<file path="src/core/sys_bus_pkg.sv">
package sys_bus_pkg;
    // ==========================================================
    // widths
    localparam int ADDR_W   = 34;
    localparam int BE_W     = 4;
    localparam int DATA_W   = 32;
    // ==========================================================
    // reset values
    localparam logic [ADDR_W-1:0] ADDR_RST = 34'h0_0000_0000;
    localparam logic [BE_W-1:0]   BE_RST   = 4'h0;
    localparam logic [DATA_W-1:0] DATA_RST = 32'h0000_0000;
    // ==========================================================
    // timing: read data first sampled this many clocks after accept
    localparam int RD_SAMPLE_DELAY = 1;
    // write fault follows write-data-accept by this many clocks
    localparam int WR_FAULT_DELAY  = 1;
    // read phase tracker width in bits for outstanding reads
    localparam int RD_TRACK_W      = 4;
    localparam logic [RD_TRACK_W-1:0] RD_TRACK_RST = 4'h0;
    localparam logic [RD_TRACK_W-1:0] RD_TRACK_ONE = 4'h1;
    localparam logic [1:0] WR_TRACK_RST = 2'h0;
    localparam logic [1:0] WR_TRACK_ONE = 2'h1;
endpackage : sys_bus_pkg

</file>
<file path="src/core/sys_bus_if.sv">
interface sys_bus_if;
    import sys_bus_pkg::*;
    logic [ADDR_W-1:0] sysAddr;
    logic [BE_W-1:0]   byteLaneEn;
    logic              addrAccept;
    logic              fetchFlag;
    logic              addrValidOut;
    logic              wrFlag;
    logic [DATA_W-1:0] rdWord;
    logic              rdWordValid;
    logic              rdFault;
    logic [DATA_W-1:0] wrWord;
    logic              wrWordAccept;
    logic              wrFault;

    modport master (
        output sysAddr, byteLaneEn, fetchFlag, addrValidOut, wrFlag,
        output wrWord,
        input  addrAccept, rdWord, rdWordValid, rdFault,
        input  wrWordAccept, wrFault
    );
    modport target (
        input  sysAddr, byteLaneEn, fetchFlag, addrValidOut, wrFlag,
        input  wrWord,
        output addrAccept, rdWord, rdWordValid, rdFault,
        output wrWordAccept, wrFault
    );
endinterface : sys_bus_if

</file>
<file path="src/core/phase_count.sv">
// ==========================================================
// outstanding-phase counter shared by both ends
module phase_count #(
    parameter int W = 4
) (
    input  wire logic         clock,
    input  wire logic         rst,
    input  wire logic         inc,
    input  wire logic         dec,
    output logic [W-1:0]      count
);
    logic [W-1:0] count_r;
    logic [W-1:0] count_nxt;

    always_comb begin
        count_nxt = count_r;
        if (inc && !dec) begin
            count_nxt = count_r + W'(1);
        end else if (dec && !inc) begin
            count_nxt = count_r - W'(1);
        end
    end

    always_ff @(posedge clock) begin
        if (rst) begin
            count_r <= '0;
        end else begin
            count_r <= count_nxt;
        end
    end

    assign count = count_r;
endmodule : phase_count

</file>
<file path="src/core/bus_master_end.sv">
module bus_master_end
    import sys_bus_pkg::*;
(
    input  wire logic                         clock,
    input  wire logic                         rst,
    sys_bus_if.master                         bus,
    input  wire logic                         reqValid,
    output logic                              reqReady,
    input  wire logic                         reqWrite,
    input  wire logic                         reqFetch,
    input  wire logic                         reqUncached,
    input  wire logic [sys_bus_pkg::ADDR_W-1:0] reqAddr,
    input  wire logic [sys_bus_pkg::BE_W-1:0] reqBe,
    input  wire logic [sys_bus_pkg::DATA_W-1:0] reqData,
    output logic                              rdDone,
    output logic [sys_bus_pkg::DATA_W-1:0]    rdData,
    output logic                              rdErr,
    output logic                              wrDone,
    output logic                              wrErr
);
    import sys_bus_pkg::*;

    // ==========================================================
    // address phase
    logic [ADDR_W-1:0] addr_r;
    logic [ADDR_W-1:0] addr_nxt;
    logic [BE_W-1:0]   be_r;
    logic [BE_W-1:0]   be_nxt;
    logic              avalid_r;
    logic              avalid_nxt;
    logic              write_r;
    logic              write_nxt;
    logic              fetch_r;
    logic              fetch_nxt;
    logic              addrTaken;
    logic              addrFree;
    logic              wdataBusy;
    logic              wdataFree;
    logic              wrBlocked;
    logic              rdBlocked;
    logic [RD_TRACK_W-1:0] rdPending;

    // the address bus is free once the current one is accepted
    assign addrTaken = avalid_r && bus.addrAccept;
    assign addrFree  = !avalid_r || addrTaken;
    // a write must also find the write data path free
    assign wrBlocked = reqWrite && wdataBusy && !wdataFree;
    // the read tracker is four bits wide: stop issuing reads at 14
    // outstanding so the read waiting in the address register fits
    assign rdBlocked = !reqWrite && (rdPending[RD_TRACK_W-1:1] == '1);
    assign reqReady  = addrFree && !wrBlocked && !rdBlocked;

    always_comb begin
        addr_nxt   = addr_r;
        be_nxt     = be_r;
        avalid_nxt = avalid_r;
        write_nxt  = write_r;
        fetch_nxt  = fetch_r;
        if (addrTaken) begin
            avalid_nxt = 1'b0;
            write_nxt  = 1'b0;
            fetch_nxt  = 1'b0;
        end
        if (reqValid && reqReady) begin
            addr_nxt   = reqAddr;
            be_nxt     = reqBe;
            avalid_nxt = 1'b1;
            write_nxt  = reqWrite;
            fetch_nxt  = !reqWrite && reqFetch && reqUncached;
        end
    end

    always_ff @(posedge clock) begin
        if (rst) begin
            addr_r   <= ADDR_RST;
            be_r     <= BE_RST;
            avalid_r <= 1'b0;
            write_r  <= 1'b0;
            fetch_r  <= 1'b0;
        end else begin
            addr_r   <= addr_nxt;
            be_r     <= be_nxt;
            avalid_r <= avalid_nxt;
            write_r  <= write_nxt;
            fetch_r  <= fetch_nxt;
        end
    end

    assign bus.sysAddr      = addr_r;
    assign bus.byteLaneEn   = be_r;
    assign bus.addrValidOut = avalid_r;
    assign bus.wrFlag       = write_r;
    assign bus.fetchFlag    = fetch_r;

    // ==========================================================
    // read data path: in-order count of accepted reads
    logic                  rdAccepted;
    logic                  rdBeat;

    // a read accepted this edge is sampled from the next edge on
    assign rdAccepted = addrTaken && !write_r;
    assign rdBeat     = (rdPending != RD_TRACK_RST)
                        && bus.rdWordValid;

    phase_count #(.W(RD_TRACK_W)) u_rd_count (
        .clock (clock),
        .rst   (rst),
        .inc   (rdAccepted),
        .dec   (rdBeat),
        .count (rdPending)
    );

    logic [DATA_W-1:0] rdData_r, rdData_nxt;
    logic              rdDone_r, rdDone_nxt;
    logic              rdErr_r, rdErr_nxt;

    always_comb begin
        rdData_nxt = rdData_r;
        rdDone_nxt = rdBeat;
        rdErr_nxt  = rdBeat && bus.rdFault;
        if (rdBeat) begin
            rdData_nxt = bus.rdWord;
        end
    end

    always_ff @(posedge clock) begin
        if (rst) begin
            rdData_r <= DATA_RST;
            rdDone_r <= 1'b0;
            rdErr_r  <= 1'b0;
        end else begin
            rdData_r <= rdData_nxt;
            rdDone_r <= rdDone_nxt;
            rdErr_r  <= rdErr_nxt;
        end
    end

    assign rdData = rdData_r;
    assign rdDone = rdDone_r;
    assign rdErr  = rdErr_r;

    // ==========================================================
    // write data path: one word in flight keeps the design simple;
    // a second write waits until the first word is accepted
    logic [DATA_W-1:0] wdata_r, wdata_nxt;
    logic              wbusy_r, wbusy_nxt;
    logic              wfault_wait_r, wfault_wait_nxt;
    logic              wrDone_r, wrDone_nxt;
    logic              wrErr_r, wrErr_nxt;

    assign wdataBusy = wbusy_r;
    assign wdataFree = wbusy_r && bus.wrWordAccept;

    always_comb begin
        wdata_nxt       = wdata_r;
        wbusy_nxt       = wbusy_r;
        wfault_wait_nxt = wdataFree;
        // the fault line is only valid in the clock after accept
        wrDone_nxt      = wfault_wait_r;
        wrErr_nxt       = wfault_wait_r && bus.wrFault;
        if (wdataFree) begin
            wbusy_nxt = 1'b0;
        end
        if (reqValid && reqReady && reqWrite) begin
            wdata_nxt = reqData;
            wbusy_nxt = 1'b1;
        end
    end

    always_ff @(posedge clock) begin
        if (rst) begin
            wdata_r       <= DATA_RST;
            wbusy_r       <= 1'b0;
            wfault_wait_r <= 1'b0;
            wrDone_r      <= 1'b0;
            wrErr_r       <= 1'b0;
        end else begin
            wdata_r       <= wdata_nxt;
            wbusy_r       <= wbusy_nxt;
            wfault_wait_r <= wfault_wait_nxt;
            wrDone_r      <= wrDone_nxt;
            wrErr_r       <= wrErr_nxt;
        end
    end

    assign bus.wrWord = wdata_r;
    // registered, so completion trails the fault clock by one
    assign wrDone = wrDone_r;
    assign wrErr  = wrErr_r;
endmodule : bus_master_end

</file>
<file path="src/flat_wrapper.sv">
// flat-port wrapper written by rule: the top's interface ports become plain ports
module bus_master_end_flat import sys_bus_pkg::*;
  (clock, rst, reqValid, reqReady, reqWrite, reqFetch, reqUncached, reqAddr, reqBe, reqData, rdDone, rdData, rdErr, wrDone, wrErr, bus_sysAddr, bus_byteLaneEn, bus_fetchFlag, bus_addrValidOut, bus_wrFlag, bus_wrWord, bus_addrAccept, bus_rdWord, bus_rdWordValid, bus_rdFault, bus_wrWordAccept, bus_wrFault);
  sys_bus_if bus_i ();
  input  wire logic clock;
  input  wire logic rst;
  input  wire logic reqValid;
  output logic reqReady;
  input  wire logic reqWrite;
  input  wire logic reqFetch;
  input  wire logic reqUncached;
  input  wire logic [sys_bus_pkg::ADDR_W-1:0] reqAddr;
  input  wire logic [sys_bus_pkg::BE_W-1:0] reqBe;
  input  wire logic [sys_bus_pkg::DATA_W-1:0] reqData;
  output logic rdDone;
  output logic [sys_bus_pkg::DATA_W-1:0] rdData;
  output logic rdErr;
  output logic wrDone;
  output logic wrErr;
  output wire logic [$bits(bus_i.sysAddr)-1:0] bus_sysAddr;
  output wire logic [$bits(bus_i.byteLaneEn)-1:0] bus_byteLaneEn;
  output wire logic [$bits(bus_i.fetchFlag)-1:0] bus_fetchFlag;
  output wire logic [$bits(bus_i.addrValidOut)-1:0] bus_addrValidOut;
  output wire logic [$bits(bus_i.wrFlag)-1:0] bus_wrFlag;
  output wire logic [$bits(bus_i.wrWord)-1:0] bus_wrWord;
  input wire logic [$bits(bus_i.addrAccept)-1:0] bus_addrAccept;
  input wire logic [$bits(bus_i.rdWord)-1:0] bus_rdWord;
  input wire logic [$bits(bus_i.rdWordValid)-1:0] bus_rdWordValid;
  input wire logic [$bits(bus_i.rdFault)-1:0] bus_rdFault;
  input wire logic [$bits(bus_i.wrWordAccept)-1:0] bus_wrWordAccept;
  input wire logic [$bits(bus_i.wrFault)-1:0] bus_wrFault;
  assign bus_sysAddr = bus_i.sysAddr;
  assign bus_byteLaneEn = bus_i.byteLaneEn;
  assign bus_fetchFlag = bus_i.fetchFlag;
  assign bus_addrValidOut = bus_i.addrValidOut;
  assign bus_wrFlag = bus_i.wrFlag;
  assign bus_wrWord = bus_i.wrWord;
  assign bus_i.addrAccept = bus_addrAccept;
  assign bus_i.rdWord = bus_rdWord;
  assign bus_i.rdWordValid = bus_rdWordValid;
  assign bus_i.rdFault = bus_rdFault;
  assign bus_i.wrWordAccept = bus_wrWordAccept;
  assign bus_i.wrFault = bus_wrFault;
  bus_master_end u_core (.clock(clock), .rst(rst), .bus(bus_i), .reqValid(reqValid), .reqReady(reqReady), .reqWrite(reqWrite), .reqFetch(reqFetch), .reqUncached(reqUncached), .reqAddr(reqAddr), .reqBe(reqBe), .reqData(reqData), .rdDone(rdDone), .rdData(rdData), .rdErr(rdErr), .wrDone(wrDone), .wrErr(wrErr));
endmodule
</file>
<file path="config.mk">
export PLATFORM = sky130hd
export DESIGN_NAME = bus_master_end_flat
export DESIGN_NICKNAME = d
export VERILOG_FILES = /design/src/core/sys_bus_pkg.sv /design/src/core/sys_bus_if.sv /design/src/core/phase_count.sv /design/src/core/bus_master_end.sv /design/src/flat_wrapper.sv
export SDC_FILE = /design/constraint.sdc
export NUM_CORES = 1
export LEC_CHECK = 0
export BUFFER_PORTS_ARGS = -buffer_cell sky130_fd_sc_hd__buf_2
export CORE_ASPECT_RATIO = 0.75
export CORE_MARGIN = 2
export CORE_UTILIZATION = 40
export CTS_CLUSTER_DIAMETER = 200
export DETAILED_ROUTE_END_ITERATION = 7
export PLACE_DENSITY = 0.84
export SYNTH_ARGS = -nofsm -noshare
export SYNTH_HDL_FRONTEND = slang
export SYNTH_SLANG_ARGS = --single-unit
</file>
<file path="constraint.sdc">
create_clock -name clock -period 2.33 [get_ports clock]
set_clock_uncertainty 0.05 [all_clocks]
set_input_delay 0.1165 -clock clock [delete_from_list [all_inputs] [get_ports clock]]
set_output_delay 0.1165 -clock clock [all_outputs]
set_load 0.01 [all_outputs]
</file>
# [Word level (Yosys, flattened, before mapping)]
# Index checks and enable logic that the tools add are counted.
# Widths: inputs -> output; s select.
[word_totals] output_inout_bits=110 elab_cells=55 inputBits=113 reg_bits=115
[classes] n_addsub=2 reduce_logical=30 n_eq_ne=1 muxes=8
[ops] op="$logic_and 1x1->1" count=17
[ops] op="$logic_not 1->1" count=8
[ops] op="$mux 4" count=2
[ops] op="$mux 1" count=6
[ops] op="$reduce_bool 2->1" count=3
[ops] op="$add 4x1->4 const B" count=1
[ops] op="$reduce_bool 4->1" count=1
[ops] op="$sub 4x1->4 const B" count=1
[ops] op="$eq 3x3->1 const B" count=1
[ops] op="$logic_or 1x1->1" count=1

# [Depth between registers and ports, before layout]
[depth] ltp_word=9 mapped_depth=10 mapped_depth_nobuf=9

# [By module]
# A second synthesis with hierarchy kept.
[unflattened] hier_cells=503 area_unflattened_um2=4120.2
[by_module_without_submodules] module="bus_master_end" seq_area_each_um2=2222.1 area_each_um2=3875.0 cells_per_inst=476 instances=1
[by_module_without_submodules] module="phase_count" seq_area_each_um2=80.1 area_each_um2=245.2 cells_per_inst=27 instances=1

# [Least setup slack after synthesis]
# No wires, ideal clock.
[synth_timing] path_type="reg-to-reg" startpoint="register u_core.u_rd_count.count_r[0], in the netlist u_core.u_rd_count.count[0]" endpoint="register u_core.u_rd_count.count_r[3], in the netlist u_core.u_rd_count.count[3]" setup_ps=121 arrival_ps=2386 path_stages_with_launch=11 setup_slack_ps=-227 synth_period_minus_slack_ps=2557 required_ps=2159 path_cell_list="dfxtp_1 o41a_1 clkinv_2 buf_8 ha_1 inv_1 ha_1 a21oi_1 a211oi_1 a31oi_1 mux2_2"
[synth_via] elab_chain_len=5 word_cells_on_any_way=10
[synth_rtl] item="start, declared" line="phase_count.sv:12" rtl="logic [W-1:0] count_r;"
[synth_rtl] item="start signal, assigned" line="phase_count.sv:28" rtl="count_r <= count_nxt;"
[synth_rtl] item="parallel branches: the longest is 5 deep, another holds $sub 4x1->4"
# Several ways; the timed one is not identified. The select of a mux whose other input is x is not followed.
# A chain may end at the register's enable or synchronous reset.

# [Worst setup path after layout]
[layout_timing] startpoint="register u_core.u_rd_count.count_r[2], in the netlist u_core.u_rd_count.count[2]" endpoint="register u_core.u_rd_count.count_r[3], in the netlist u_core.u_rd_count.count[3]"
# The elaborated chain is that of the path after synthesis.

==> qor.csv <==
metric;value;unit
first_pass_iters;4;
dp_hpwl;7.636;mm
initial_core_util;40.71;%
die_w;121.7;um
clkPwrFrac;39.7;%
hold_buffers;106;
viasPerCell;4.720;
grt_pass1_vias;4531;
p_int;4.645;mW
cts_buffers;17;
period_share;95.14;%
place_area;5436;sq um
critPathMaxFanout;4;
cp.arrival;2450;ps
grt_pass1_wl;21.40;mm
cp-end-kind;register;
final_cell_mix;221 x buf_2, 122 x nand2_1, 114 x dfxtp_1, 106 x dlygate4sd3_1, 60 x a21oi_1;
nets;903;
avgSynthCellArea;9.036;sq um
ioPinCount;223;
startpoint_type;register;
finalSetupViolations;0;
ant_nets;0;
hold_path.class;in -> reg;
synth_seq_cells;115;
ys_seq_area_share;55.39;%
clockBufferDepth;2;
dieArea;11230;sq um
antenna_cells;0;
finalWirelength;13.54;mm
required;2560;ps
placement.io_buffers;222;
htree_levels;4;
antenna_found_initial;0;
switching_power;1.969;mW
cts_root_buffer;clkbuf_16;
fp.dieH;92.28;um
core-area;10210;sq um
tritoncts;yes;
ctsResizeCount;0;
rsz0062_at_grt;false;
syn_nets;577;
drive_gt1_share;36.17;%
final.setup.tns;0;ps
area_growth;70.95;%
hold_viol;0;
powerDensity;930.9;nW/um^2
wl_per_cell;14.49;um
synth-async-reset-ratio;0;%
drc;0;
worstRegToRegCells;9;
final_area;7106;sq um
via_count;4413;
fin_crit;2217;ps
syn_inst;460;
post_cts_buffers;0;
yosysWarnings;0;
synth_edf_count;0;
rows;32;
p_sw_share;29.77;%
drtIter0Drc;203;
final_common_cell;buf_2;
cts.sinks;115;
max_freq;0.4511;GHz
insertion_delay;400;ps
synth_cell_type_count;34;
pwr-share-seq;35.7;%
maxCapViolations;0;
final_util;69.60;%
hold_depth;3;
track_usage;24.03;%
place_congestion;0.7877;
combPwrFrac;24.5;%
ys.flop_type;dfxtp_1;
syn_area;4156;sq um
clk_pin_slew;60;ps
p_leak;3.408;nW
status;complete, no violations;
grt_overflow;0;
ir_drop;679.5;uV
drv_slew;0;
worst_pin_slew;533.5;ps
place_inst;797;
slew_headroom;64.43;%
instances_no_fill;935;
timing_worst_setup_path_type;reg -> reg;
grt_max_degree;47;
==> layout make-up <==
type	count	area (sq um)
fill	752	3104
clock inverter	15	182.7
sequential	115	2303
multi-input combinational	313	1723
inverter	2	8.758
clock buffer	17	425.4
timing repair buffer	337	2292
tap	136	170.2
==> power by group through the flow <==
stage / combinational [mW] / sequential [mW] / clock [mW]
final: 1.62 / 2.36 / 2.63
after global routing: 1.78 / 2.39 / 2.77
after CTS: 1.60 / 2.36 / 2.68
after detailed placement: 1.45 / 2.39 / 0
after global placement: 1.41 / 2.38 / 0
after floorplan: 0.860 / 2.50 / 0
==> cell usage after synthesis, types with 3 or more instances <==
library cell / instances / share of area [%]
buf_1: 3 / 0.27
nand3_1: 3 / 0.36
a21oi_2: 9 / 1.9
a21oi_1: 61 / 7.3
clkbuf_1: 15 / 1.4
nor2_1: 47 / 4.2
buf_2: 5 / 0.60
ha_1: 3 / 0.90
dfxtp_1: 115 / 55
nand2_1: 122 / 11
nand2_2: 9 / 1.4
mux2i_1: 39 / 9.4
buf_4: 4 / 0.72
==> per-layer routing <==
layer  track usage, %  wire length, um
met5                0                0
met3            6.965              830
met4            10.15              389
met2            43.45             6860
met1            26.15             5463
==> kinds of logic after synthesis <==
logic type                 share of synthesized area, %
AOI/OAI and AO/OA                                 9.844
xor gates and xnor gates                         0.4215
adders and majority gates                         1.385
buffers and inverters                             4.063
DFF                                               55.39
muxes                                             9.663
and+or+nand+nor                                   19.24
==> worst paths after layout <==
kind                                                 start  slack [ps]                         end
worst max-delay path            u_core.u_rd_count.count[2]         110  u_core.u_rd_count.count[3]
worst min-delay path                              reqWrite          40        u_core.bus.fetchFlag
worst max register to register  u_core.u_rd_count.count[2]         110  u_core.u_rd_count.count[3]
worst min register to register           u_core.rdData[24]         400           u_core.rdData[24]
==> metrics by stage <==
step | power (mW) | setup WS [ps] | hold WS [ps]
2_1_floorplan | 3.363 | -5.311 | 145.6
3_3_place_gp | 3.796 | 189.5 | 265.4
3_5_place_dp | 3.840 | 146.3 | 275.1
4_1_cts | 6.634 | 104.9 | 24.51
5_1_grt | 6.931 | 7.491 | 54.29
6_report | 6.615 | 113.3 | 44.95
==> sequential cells by signal, indices dropped and copies added (netlist names), 4 cells and up <==
signal and cells:
u_core.bus.wrWord 32, u_core.bus.sysAddr 34, u_core.u_rd_count.count 4, u_core.bus.byteLaneEn 4
u_core.rdData 32
==> critical path: stages (launching register included) <==
cell and delay (ps):
dfxtp_2 360, o41a_1 440, clkinv_2 90, ha_4 130
inv_2 60, ha_4 230, a21oi_2 140, a211oi_1 80
a31oi_1 160, mux2_2 340
Note: power is estimated with default switching activity, not from simulation.
